`src/hw/fprta_defines.svh`:
```
`ifndef FPRTA_DEFINES_SVH
`define FPRTA_DEFINES_SVH

// ----------------------------------------
// Register byte offsets
// ----------------------------------------
`define FPRTA_OFS_CTRL 8'h00
`define FPRTA_OFS_WAIT 8'h04
`define FPRTA_OFS_HOLD 8'h08
`define FPRTA_OFS_CNT 8'h0C

// ----------------------------------------
// Control field positions and codes
// ----------------------------------------
`define FPRTA_CTRL_STAT_EN 0
`define FPRTA_CTRL_SCHED 5
`define FPRTA_CTRL_MODE_LO 13
`define FPRTA_CTRL_MODE_HI 14
`define FPRTA_MODE_EXPL 2'h0
`define FPRTA_MODE_HB 2'h1
`define FPRTA_MODE_ONE 2'h2
`define FPRTA_MODE_RST 2'h0
`define FPRTA_MSG_CANCEL 2'h3

// ----------------------------------------
// Timing counts and reset values
// ----------------------------------------
`define FPRTA_WAIT_RST 4'h6
`define FPRTA_EOP_GAP 3'h4
`define FPRTA_RESP_OK 2'h0
`define FPRTA_RESP_ERR 2'h2

`endif

```
`src/hw/fprta_pkg.sv`:
```
package fprta_pkg;

    typedef struct packed {
        logic [4:0] thread_id;
        logic [4:0] port;
        logic [1:0] msg;
        logic [3:0] element_first;
        logic [3:0] element_second;
        logic fast_sel;
    } fprta_req_t;

    typedef struct packed {
        logic [1:0] msg;
        logic [4:0] port_thd;
        logic [3:0] sop_seq;
        logic fail;
        logic err;
        logic [3:0] element_second;
        logic [3:0] element_first;
        logic seq_sel;
        logic eop;
        logic sop;
        logic [3:0] seg_seq;
    } fprta_comp_t;

    typedef struct packed {
        logic valid;
        logic sop;
        logic eop;
        logic fail;
        logic seg_end;
    } fprta_bus_t;

    typedef enum logic [2:0] {
        ST_IDLE,
        ST_GAP,
        ST_RECV,
        ST_STAT,
        ST_DRAIN
    } fprta_state_t;

endpackage

```
`src/hw/fprta_port_ctx.sv`:
```
`include "fprta_defines.svh"

module fprta_port_ctx
    import fprta_pkg::*;
#(
    parameter int WAIT_W = 4
)
(
    // Clock and reset
    input wire logic clk,
    input wire logic reset_n,
    // Control
    input wire logic [WAIT_W-1:0] wait_len,
    input wire logic done,
    input wire logic adv,
    input wire logic sop,
    // State
    output logic wait_busy,
    output logic [3:0] sop_seq,
    output logic [3:0] seg_seq
);

    logic [WAIT_W-1:0] wait_q;
    logic [3:0] sop_q;
    logic [3:0] seg_q;

    // ----------------------------------------
    // Ready sample wait
    // ----------------------------------------
    always_ff @(posedge clk or negedge reset_n)
    begin
        if (!reset_n)
            wait_q <= '0;
        else if (done)
            wait_q <= wait_len;
        else if (wait_q != '0)
            wait_q <= wait_q - WAIT_W'(1);
    end

    // ----------------------------------------
    // Packet start and segment counters
    // ----------------------------------------
    always_ff @(posedge clk or negedge reset_n)
    begin
        if (!reset_n)
        begin
            sop_q <= 4'h0;
            seg_q <= 4'h0;
        end
        else if (adv && sop)
        begin
            sop_q <= sop_q + 4'h1;
            seg_q <= sop_q;
        end
        else if (adv)
            seg_q <= seg_q + 4'h1;
    end

    assign wait_busy = (wait_q != '0);
    assign sop_seq = sop_q;
    assign seg_seq = seg_q;
endmodule // fprta_port_ctx

```
`src/hw/fprta_top.sv`:
```
// Overview of operation
// - Two-bit mode: 00 explicit, 01 header/body, 10 single thread.
// - Single mode, start seen: signal requested thread, store as header.
// - Single mode, no start: signal header, report unused thread.
// - Header/body: start stores header, next request stores body thread.
// - Header/body later segments: signal body, report unused thread unless failed.
// - Explicit: always signal requested thread, supply segment sequence.
// - Scheduler signalling: completion must be read twice before removal.
// - Back-to-back same port: 4-cycle gap; read status after end.
// - Per-port 4-bit wait after completion before sampling ready.
// - Complete after end cycle, at status request, or after failure.
// - Each per-port wait count resets to 6.
// - Cancel writes message 3, requested port, flags zero, elements.
// - Cancel signals requested thread, scheduler if enabled, counts.
// - Failure copies message and elements, fail 1, select bit.
// - Failure port/thread field: port, or thread in single mode with no start seen.
// - Failure thread: requested, header/body, or header in single.
// - Failure reports start sequence, bumps it on start, counts.
// - Sample port ready before processing; not ready cancels request.
// - Start and segment counters; segment loads start on start.
`include "fprta_defines.svh"

module fprta_top
    import fprta_pkg::*;
(
    // Clock and reset
    input wire logic clk,
    input wire logic reset_n,
    // AXI4-Lite slave
    input wire logic [7:0] s_axi_awaddr,
    input wire logic s_axi_awvalid,
    output logic s_axi_awready,
    input wire logic [31:0] s_axi_wdata,
    input wire logic [3:0] s_axi_wstrb,
    input wire logic s_axi_wvalid,
    output logic s_axi_wready,
    output logic [1:0] s_axi_bresp,
    output logic s_axi_bvalid,
    input wire logic s_axi_bready,
    input wire logic [7:0] s_axi_araddr,
    input wire logic s_axi_arvalid,
    output logic s_axi_arready,
    output logic [31:0] s_axi_rdata,
    output logic [1:0] s_axi_rresp,
    output logic s_axi_rvalid,
    input wire logic s_axi_rready,
    // Receive requests
    input wire logic req_valid,
    input wire fprta_req_t req_data,
    output logic req_ready,
    // Receive bus
    input wire logic ready_in_port_a,
    input wire logic ready_in_port_b,
    input wire fprta_bus_t rx_bus,
    output logic status_req,
    // Completion status
    output logic comp_valid,
    output fprta_comp_t comp_data,
    input wire logic comp_read,
    // Thread signals
    output logic thread_sig_valid,
    output logic [4:0] thread_sig_id,
    output logic sched_sig
);

    function automatic logic [31:0] merge_be(input logic [31:0] old_v,
        input logic [31:0] new_v, input logic [3:0] be);
        logic [31:0] r;
        r = old_v;
        for (int i = 0; i < 4; i++)
            if (be[i])
                r[i*8 +: 8] = new_v[i*8 +: 8];
        return r;
    endfunction

    // ----------------------------------------
    // Register bus
    // ----------------------------------------
    logic awready_q, wready_q, bvalid_q, arready_q, rvalid_q;
    logic [1:0] bresp_q, rresp_q;
    logic [7:0] awaddr_q;
    logic [31:0] wdata_q, rdata_q;
    logic [3:0] wstrb_q;
    logic [1:0] mode_q;
    logic sig_sched_q, stat_en_q;
    logic [3:0] wait_a_q, wait_b_q;
    logic [4:0] header_q, body_q;
    logic body_valid_q;
    logic [7:0] coll_q;
    logic [3:0] sop_seq_w [2];
    logic [3:0] seg_seq_w [2];
    logic [1:0] busy_w;

    wire [31:0] ctrl_word = {17'h0, mode_q, 7'h0, sig_sched_q, 4'h0,
        stat_en_q};
    wire [31:0] wait_word = {24'h0, wait_b_q, wait_a_q};
    wire [31:0] hold_word = {15'h0, body_valid_q, 3'h0, body_q, 3'h0,
        header_q};
    wire [31:0] cnt_word = {16'h0, sop_seq_w[1], sop_seq_w[0], coll_q};
    wire do_write = !awready_q && !wready_q && !bvalid_q;
    wire wr_ctrl = do_write && awaddr_q == `FPRTA_OFS_CTRL;
    wire wr_wait = do_write && awaddr_q == `FPRTA_OFS_WAIT;
    wire wr_ok = awaddr_q == `FPRTA_OFS_CTRL || awaddr_q == `FPRTA_OFS_WAIT;
    wire [31:0] ctrl_new = merge_be(ctrl_word, wdata_q, wstrb_q);
    wire [31:0] wait_new = merge_be(wait_word, wdata_q, wstrb_q);
    wire rd_hit = s_axi_araddr == `FPRTA_OFS_CTRL ||
        s_axi_araddr == `FPRTA_OFS_WAIT ||
        s_axi_araddr == `FPRTA_OFS_HOLD || s_axi_araddr == `FPRTA_OFS_CNT;
    wire [31:0] rd_mux =
        s_axi_araddr == `FPRTA_OFS_CTRL ? ctrl_word :
        s_axi_araddr == `FPRTA_OFS_WAIT ? wait_word :
        s_axi_araddr == `FPRTA_OFS_HOLD ? hold_word :
        s_axi_araddr == `FPRTA_OFS_CNT ? cnt_word : 32'h0;

    always_ff @(posedge clk or negedge reset_n)
    begin
        if (!reset_n)
        begin
            awready_q <= 1'b1;
            wready_q <= 1'b1;
            bvalid_q <= 1'b0;
            bresp_q <= `FPRTA_RESP_OK;
            awaddr_q <= 8'h00;
            wdata_q <= 32'h0;
            wstrb_q <= 4'h0;
        end
        else
        begin
            if (s_axi_awvalid && awready_q)
            begin
                awaddr_q <= s_axi_awaddr;
                awready_q <= 1'b0;
            end
            if (s_axi_wvalid && wready_q)
            begin
                wdata_q <= s_axi_wdata;
                wstrb_q <= s_axi_wstrb;
                wready_q <= 1'b0;
            end
            if (do_write)
            begin
                bvalid_q <= 1'b1;
                bresp_q <= wr_ok ? `FPRTA_RESP_OK : `FPRTA_RESP_ERR;
            end
            if (bvalid_q && s_axi_bready)
            begin
                bvalid_q <= 1'b0;
                awready_q <= 1'b1;
                wready_q <= 1'b1;
            end
        end
    end

    always_ff @(posedge clk or negedge reset_n)
    begin
        if (!reset_n)
        begin
            arready_q <= 1'b1;
            rvalid_q <= 1'b0;
            rdata_q <= 32'h0;
            rresp_q <= `FPRTA_RESP_OK;
        end
        else if (s_axi_arvalid && arready_q)
        begin
            arready_q <= 1'b0;
            rvalid_q <= 1'b1;
            rdata_q <= rd_mux;
            rresp_q <= rd_hit ? `FPRTA_RESP_OK : `FPRTA_RESP_ERR;
        end
        else if (rvalid_q && s_axi_rready)
        begin
            rvalid_q <= 1'b0;
            arready_q <= 1'b1;
        end
    end

    always_ff @(posedge clk or negedge reset_n)
    begin
        if (!reset_n)
        begin
            mode_q <= `FPRTA_MODE_RST;
            sig_sched_q <= 1'b0;
            stat_en_q <= 1'b0;
            wait_a_q <= `FPRTA_WAIT_RST;
            wait_b_q <= `FPRTA_WAIT_RST;
        end
        else
        begin
            if (wr_ctrl)
            begin
                mode_q <= ctrl_new[`FPRTA_CTRL_MODE_HI:`FPRTA_CTRL_MODE_LO];
                sig_sched_q <= ctrl_new[`FPRTA_CTRL_SCHED];
                stat_en_q <= ctrl_new[`FPRTA_CTRL_STAT_EN];
            end
            if (wr_wait)
            begin
                wait_a_q <= wait_new[3:0];
                wait_b_q <= wait_new[7:4];
            end
        end
    end

    // ----------------------------------------
    // Request sequencing
    // ----------------------------------------
    fprta_state_t state_q, state_d;
    fprta_req_t req_q;
    fprta_comp_t comp_q;
    logic sop_seen_q, eop_seen_q, last_sel_q, last_valid_q;
    logic [2:0] gap_q;
    logic [1:0] reads_left_q;
    logic comp_valid_q;
    logic req_ready_q, status_req_q, thr_valid_q, sched_q;
    logic [4:0] thr_id_q;

    wire sel = req_q.fast_sel;
    wire ready_sel = sel ? ready_in_port_b : ready_in_port_a;
    wire b2b = last_valid_q && last_sel_q == sel && gap_q != 3'h0;
    wire gap_go = !busy_w[sel] && !b2b;
    wire bus_cyc = state_q == ST_RECV && rx_bus.valid;
    wire cancel_ev = state_q == ST_GAP && gap_go && !ready_sel;
    wire fail_ev = bus_cyc && rx_bus.fail;
    wire stat_go = bus_cyc && !rx_bus.fail && rx_bus.eop && stat_en_q;
    wire ok_ev = state_q == ST_STAT || (bus_cyc && !rx_bus.fail &&
        (rx_bus.eop || rx_bus.seg_end) && !stat_go);
    wire done_ev = cancel_ev || fail_ev || ok_ev;
    wire sop_cur = sop_seen_q || (bus_cyc && rx_bus.sop);
    wire eop_cur = eop_seen_q || (bus_cyc && rx_bus.eop);
    wire m_one = mode_q == `FPRTA_MODE_ONE;
    wire m_hb = mode_q == `FPRTA_MODE_HB;
    wire subst = m_one ? !sop_cur : (m_hb && !sop_cur && body_valid_q);
    wire [4:0] thr_pick = m_one ? (sop_cur ? req_q.thread_id : header_q) :
        subst ? body_q : req_q.thread_id;
    wire [4:0] pt_ok = subst ? req_q.thread_id : req_q.port;
    wire [4:0] pt_fail = (m_one && !sop_cur) ? req_q.thread_id :
        req_q.port;
    wire [3:0] seg_rep = sop_cur ? sop_seq_w[sel] : seg_seq_w[sel] + 4'h1;

    always_comb
    begin
        state_d = state_q;
        case (state_q)
            ST_IDLE: if (req_valid && req_ready_q) state_d = ST_GAP;
            ST_GAP: if (gap_go) state_d = ready_sel ? ST_RECV : ST_DRAIN;
            ST_RECV:
                if (stat_go)
                    state_d = ST_STAT;
                else if (fail_ev || ok_ev)
                    state_d = ST_DRAIN;
            ST_STAT: state_d = ST_DRAIN;
            ST_DRAIN: if (reads_left_q == 2'h0) state_d = ST_IDLE;
            default: state_d = ST_IDLE;
        endcase
    end

    always_ff @(posedge clk or negedge reset_n)
    begin
        if (!reset_n)
        begin
            state_q <= ST_IDLE;
            req_ready_q <= 1'b0;
            req_q <= '0;
            sop_seen_q <= 1'b0;
            eop_seen_q <= 1'b0;
            status_req_q <= 1'b0;
        end
        else
        begin
            state_q <= state_d;
            req_ready_q <= state_d == ST_IDLE;
            status_req_q <= stat_go;
            if (req_valid && req_ready_q)
            begin
                req_q <= req_data;
                sop_seen_q <= 1'b0;
                eop_seen_q <= 1'b0;
            end
            else if (bus_cyc)
            begin
                sop_seen_q <= sop_cur;
                eop_seen_q <= eop_cur;
            end
        end
    end

    // ----------------------------------------
    // Completion and thread signalling
    // ----------------------------------------
    always_ff @(posedge clk or negedge reset_n)
    begin
        if (!reset_n)
        begin
            comp_q <= '0;
            reads_left_q <= 2'h0;
            comp_valid_q <= 1'b0;
            thr_valid_q <= 1'b0;
            thr_id_q <= 5'h0;
            sched_q <= 1'b0;
            coll_q <= 8'h00;
            gap_q <= 3'h0;
            last_sel_q <= 1'b0;
            last_valid_q <= 1'b0;
        end
        else
        begin
            thr_valid_q <= done_ev;
            sched_q <= done_ev && sig_sched_q;
            if (done_ev)
            begin
                // Scheduler also reads the entry, so hold for two reads
                reads_left_q <= sig_sched_q ? 2'h2 : 2'h1;
                comp_valid_q <= 1'b1;
                coll_q <= coll_q + 8'h01;
                gap_q <= `FPRTA_EOP_GAP;
                last_sel_q <= sel;
                last_valid_q <= 1'b1;
                thr_id_q <= cancel_ev ? req_q.thread_id : thr_pick;
                comp_q.msg <= cancel_ev ? `FPRTA_MSG_CANCEL : req_q.msg;
                comp_q.port_thd <= cancel_ev ? req_q.port :
                    fail_ev ? pt_fail : pt_ok;
                comp_q.sop_seq <= (!cancel_ev && sop_cur) ?
                    sop_seq_w[sel] : 4'h0;
                comp_q.fail <= fail_ev;
                comp_q.err <= 1'b0;
                comp_q.element_second <= req_q.element_second;
                comp_q.element_first <= req_q.element_first;
                comp_q.seq_sel <= sel;
                comp_q.eop <= !cancel_ev && eop_cur;
                comp_q.sop <= !cancel_ev && sop_cur;
                comp_q.seg_seq <= cancel_ev ? 4'h0 : seg_rep;
            end
            else
            begin
                if (comp_read && reads_left_q != 2'h0)
                begin
                    reads_left_q <= reads_left_q - 2'h1;
                    comp_valid_q <= reads_left_q != 2'h1;
                end
                if (gap_q != 3'h0)
                    gap_q <= gap_q - 3'h1;
            end
        end
    end

    // Hold register is shared by both fast ports
    always_ff @(posedge clk or negedge reset_n)
    begin
        if (!reset_n)
        begin
            header_q <= 5'h0;
            body_q <= 5'h0;
            body_valid_q <= 1'b0;
        end
        else if ((ok_ev || fail_ev) && !(mode_q == `FPRTA_MODE_EXPL))
        begin
            if (sop_cur)
            begin
                header_q <= req_q.thread_id;
                body_valid_q <= 1'b0;
            end
            else if (m_hb && !body_valid_q)
            begin
                body_q <= req_q.thread_id;
                body_valid_q <= 1'b1;
            end
        end
    end

    for (genvar p = 0; p < 2; p++)
    begin : g_port
        fprta_port_ctx #(.WAIT_W(4)) u_ctx (
            .clk(clk),
            .reset_n(reset_n),
            .wait_len(p == 0 ? wait_a_q : wait_b_q),
            .done(done_ev && sel == 1'(p)),
            .adv((ok_ev || fail_ev) && sel == 1'(p)),
            .sop(sop_cur),
            .wait_busy(busy_w[p]),
            .sop_seq(sop_seq_w[p]),
            .seg_seq(seg_seq_w[p])
        );
    end

    assign s_axi_awready = awready_q;
    assign s_axi_wready = wready_q;
    assign s_axi_bresp = bresp_q;
    assign s_axi_bvalid = bvalid_q;
    assign s_axi_arready = arready_q;
    assign s_axi_rdata = rdata_q;
    assign s_axi_rresp = rresp_q;
    assign s_axi_rvalid = rvalid_q;
    assign req_ready = req_ready_q;
    assign status_req = status_req_q;
    assign comp_valid = comp_valid_q;
    assign comp_data = comp_q;
    assign thread_sig_valid = thr_valid_q;
    assign thread_sig_id = thr_id_q;
    assign sched_sig = sched_q;
endmodule // fprta_top

```
`config.mk`:
```
export PLATFORM = sky130hd
export DESIGN_NAME = fprta_top
export DESIGN_NICKNAME = d
export VERILOG_FILES = /design/src/hw/fprta_pkg.sv /design/src/hw/fprta_port_ctx.sv /design/src/hw/fprta_top.sv
export VERILOG_INCLUDE_DIRS = /design/src /design/src/hw
export SDC_FILE = /design/constraint.sdc
export NUM_CORES = 1
export LEC_CHECK = 0
export BUFFER_PORTS_ARGS = -buffer_cell sky130_fd_sc_hd__buf_2
export CAP_MARGIN = 20
export CORE_MARGIN = 2
export CORE_UTILIZATION = 30
export DETAILED_ROUTE_END_ITERATION = 8
export HOLD_SLACK_MARGIN = 0.08
export PLACE_DENSITY = 0.48
export SLEW_MARGIN = 0
export SYNTH_ARGS = -nofsm -noshare
export SYNTH_HDL_FRONTEND = slang
export SYNTH_SLANG_ARGS = --single-unit
export TNS_END_PERCENT = 5
```
`constraint.sdc`:
```
create_clock -name clk -period 5 [get_ports clk]
set_input_delay 0.5 -clock clk [delete_from_list [all_inputs] [get_ports clk]]
set_output_delay 0.5 -clock clk [all_outputs]
set_load 0.03 [all_outputs]
```
==> reports/qor.csv <==
stage,metric,value,unit
status,outcome,completed,
sta,"Slew Viols, Final",0,
sta,min Tclk post-route,3310,ps
logic_synthesis,post-synthesis cell count,664,
run,MaxCap Viol Count,0,
placement,placed cells,1101,
floorplanning,die area,27600,µm²
routing,post-DR wirelength/cell,17.1,µm
final_layout,ANT cells,0,
logic_synthesis,post-synthesis async set-or-reset flop share,100,%
floorplanning,initial core utilization,30.4,%
floorplanning,die height,166,µm
routing,Post-DRT Antenna Nets,0,
critical_path,CP Max Fanout,19,
clocking,# H-tree levels,4,
critical_path,critical path launch point type,flop,
sta,RSZ-0062 raised after global routing,false,
critical_path,"Req. time, crit path",5310,ps
grt,initial antenna violation count,0,
final_layout,Post-Layout Cell Count,1133,
clocking,post-cts gate resize count,0,
sta,worst slew pin tran,1080,ps
placement,Port Buffers,125,
sta,Slew Limit Headroom,27.7,%
routing,vias per cell,4.81,
grt,vias in the first global route,5514,
grt,largest net degree at the start of global routing,81,
logic_synthesis,Post-synth top flop,dfrtp_1,
final_layout,share of cells above drive strength 1,34.7,%
clocking,CTS Buf Count,17,
final_layout,"commonest non-fill, non-tap cell in the layout",dfrtp_1,
logic_synthesis,Post-synth EDFFs,0,
logic_synthesis,Yosys top cell by area,dfrtp_1,
final_layout,area growth from synthesis to layout,19.1,%
sta,Fin. Hold Viols,0,
logic_synthesis,"Seq/Total Area, Yosys",53.4,%
grt,GRT overflow,0,
final_layout,most frequent cells in the layout,"dfrtp_1, buf_2, mux2_2, nand2_1, o21ai_0",
grt,gr usage total,14.4,%
sta,crit share post-route,66.3,%
floorplanning,Core ar.,26000,µm²
critical_path,Critical Path AT,3630,ps
placement,Post-DP HPWL,14000,µm
min_path,Hold Path Class,input port to asynchronous set/reset pin,
floorplanning,Die Wd,166,µm
routing,total wire length,19400,µm
clocking,clock root cell,clkbuf_16,
logic_synthesis,average size of a mapped cell,11.9,µm²
power_and_ir_drop,PwrDens,532,nW/µm²
clocking,cts hold-fix bufs,0,
logic_synthesis,Yosys reg bits,168,
routing,Vias,5450,
grt,met1 usage,19.8,%
logic_synthesis,synthesized area,7900,µm²
sta,TNS Setup,0,ps
clocking,Sink Count,168,
routing,DR DRC count,0,
grt,GRT met2 Usage,22.3,%
sta,fmax,302,MHz
grt,first-pass GRT wire length,31300,µm
logic_synthesis,"Warnings, synthesis",0,
routing,DRT iter0 DRCs,231,
grt,GR met3 Demand/Resource,3.65,%
clocking,CTS tree,yes,
logic_synthesis,post-synth cell types,65,
sta,final setup fails,0,
clocking,"Clk pin slew, worst setup/hold paths",70,ps
logic_synthesis,top area cells in the synthesized netlist,"dfrtp_1, mux2_2, mux2i_1",
power_and_ir_drop,Leak,4.43,nW
clocking,postcts setup bufs,0,
floorplanning,I/O pins,168,
critical_path,Setup CP Type,flop to flop,
power_and_ir_drop,Peak VDD IR,0.284,mV
logic_synthesis,Synth top area share,51.0,%
clocking,clock latency on the worst-skew pair,440,ps
sta,Hold Slack,86.5,ps
placement,routability cong.,0.738,
routing,DRT Pass-1 Iters,5,
sta,Clock Skews,18.1,ps
critical_path,RR Startpoint,sel,
clocking,clock tree buffer depth,2,
floorplanning,FP Rows,59,
critical_path,Crit. End Element,flop,
final_layout,Layout Nets,888,
critical_path,launch point of the worst path,sel,
grt,busiest grt layer,met2,
-- layer usage --
metal	vias to the layer above	share of wire [%]
met5	-	0
met4	0	0.52
met3	8	5.3
met2	123	46
met1	2723	48
li1	2596	-
-- power by group --
| part | internal (mW) | switching, mW | leakage, nW |
|---|---|---|---|
| Sequential | 1.78 | 0.344 | 2.11 |
| Clock | 0.760 | 0.604 | 0.295 |
| Combinational | 0.692 | 0.831 | 2.03 |
| Total | 3.23 | 1.78 | 4.43 |
-- cell type report --
type                    instances  area [µm²]
clock buffers                  18         429
clock inverters                14         179
fillers                      2633       16600
inverters                      30         113
multi-input cells             437        3380
flip-flops and latches        168        4210
well taps                     335         419
repair buffers                131         677
-- flip-flops by register name, indices dropped and copies added (netlist names), 5 cells and up --
signal                cells
thread_sig_id             5
g_port.u_ctx.seg_seq      8
awaddr_q                  8
g_port.u_ctx.wait_q       8
g_port.u_ctx.sop_seq      8
wdata_q                  10
s_axi_rdata              17
comp_data                26
req_q                    20
header_q                  5
coll_q                    8
body_q                    5
-- cell usage after synthesis, types with 7 or more instances --
cell type and number:
a21oi_1 25, buf_2 11, buf_4 19, clkbuf_1 13
dfrtp_1 161, dfstp_2 7, ha_1 14, inv_1 30
mux2_2 82, mux2i_1 25, nand2_1 46, nand2b_1 8
nand3_1 18, nor2_1 23, nor3_1 11, o211ai_1 11
o21ai_0 35, xnor2_1 14, xor2_1 7
-- through the flow --
step	utilization (%)	area (µm²)	setup WS, ps	total power, mW
after floorplan	-	7960	2570	3.25
after global placement	33.9	8800	1670	3.67
after detailed placement	33.9	8800	1670	3.69
after CTS	36.2	9410	1620	5.09
after global routing	36.2	9410	1430	5.33
final	36.2	9410	1690	5.01
-- worst paths after layout --
kind | slack [ps] | depth (start not counted) | endpoint
worst max-delay path | 1690 | 5 | coll_q[1]
worst min-delay path | 90 | 1 | req_q[3]
worst max register to register | 1690 | 5 | coll_q[1]
worst min register to register | 470 | 2 | comp_data[26]
max in group asynchronous | 3710 | 2 | coll_q[3]
min in group clk | 210 | 2 | s_axi_awready
-- worst max-delay path: stages (launching register included) --
cell and delay, ps:
dfrtp_1 1020, mux2i_1 300, o2111a_2 360, nor2_2 870, inv_1 290, mux2_2 350
-- kinds of logic (layout without fill, tap and decap cells) --
| family | Yosys count | count (layout) | synth area share, % |
|---|---|---|---|
| muxes | 114 | 114 | 16.3 |
| xor gates and xnor gates | 21 | 21 | 2.33 |
| DFF | 168 | 168 | 53.4 |
| buffers and inverters | 76 | 193 | 4.88 |
| and+or+nand+nor | 138 | 138 | 8.60 |
| AOI/OAI and AO/OA | 132 | 132 | 12.3 |
| other | 1 | 18 | 0.0475 |
| adders and majority gates | 14 | 14 | 2.22 |
(Power assumes the default switching activity.)
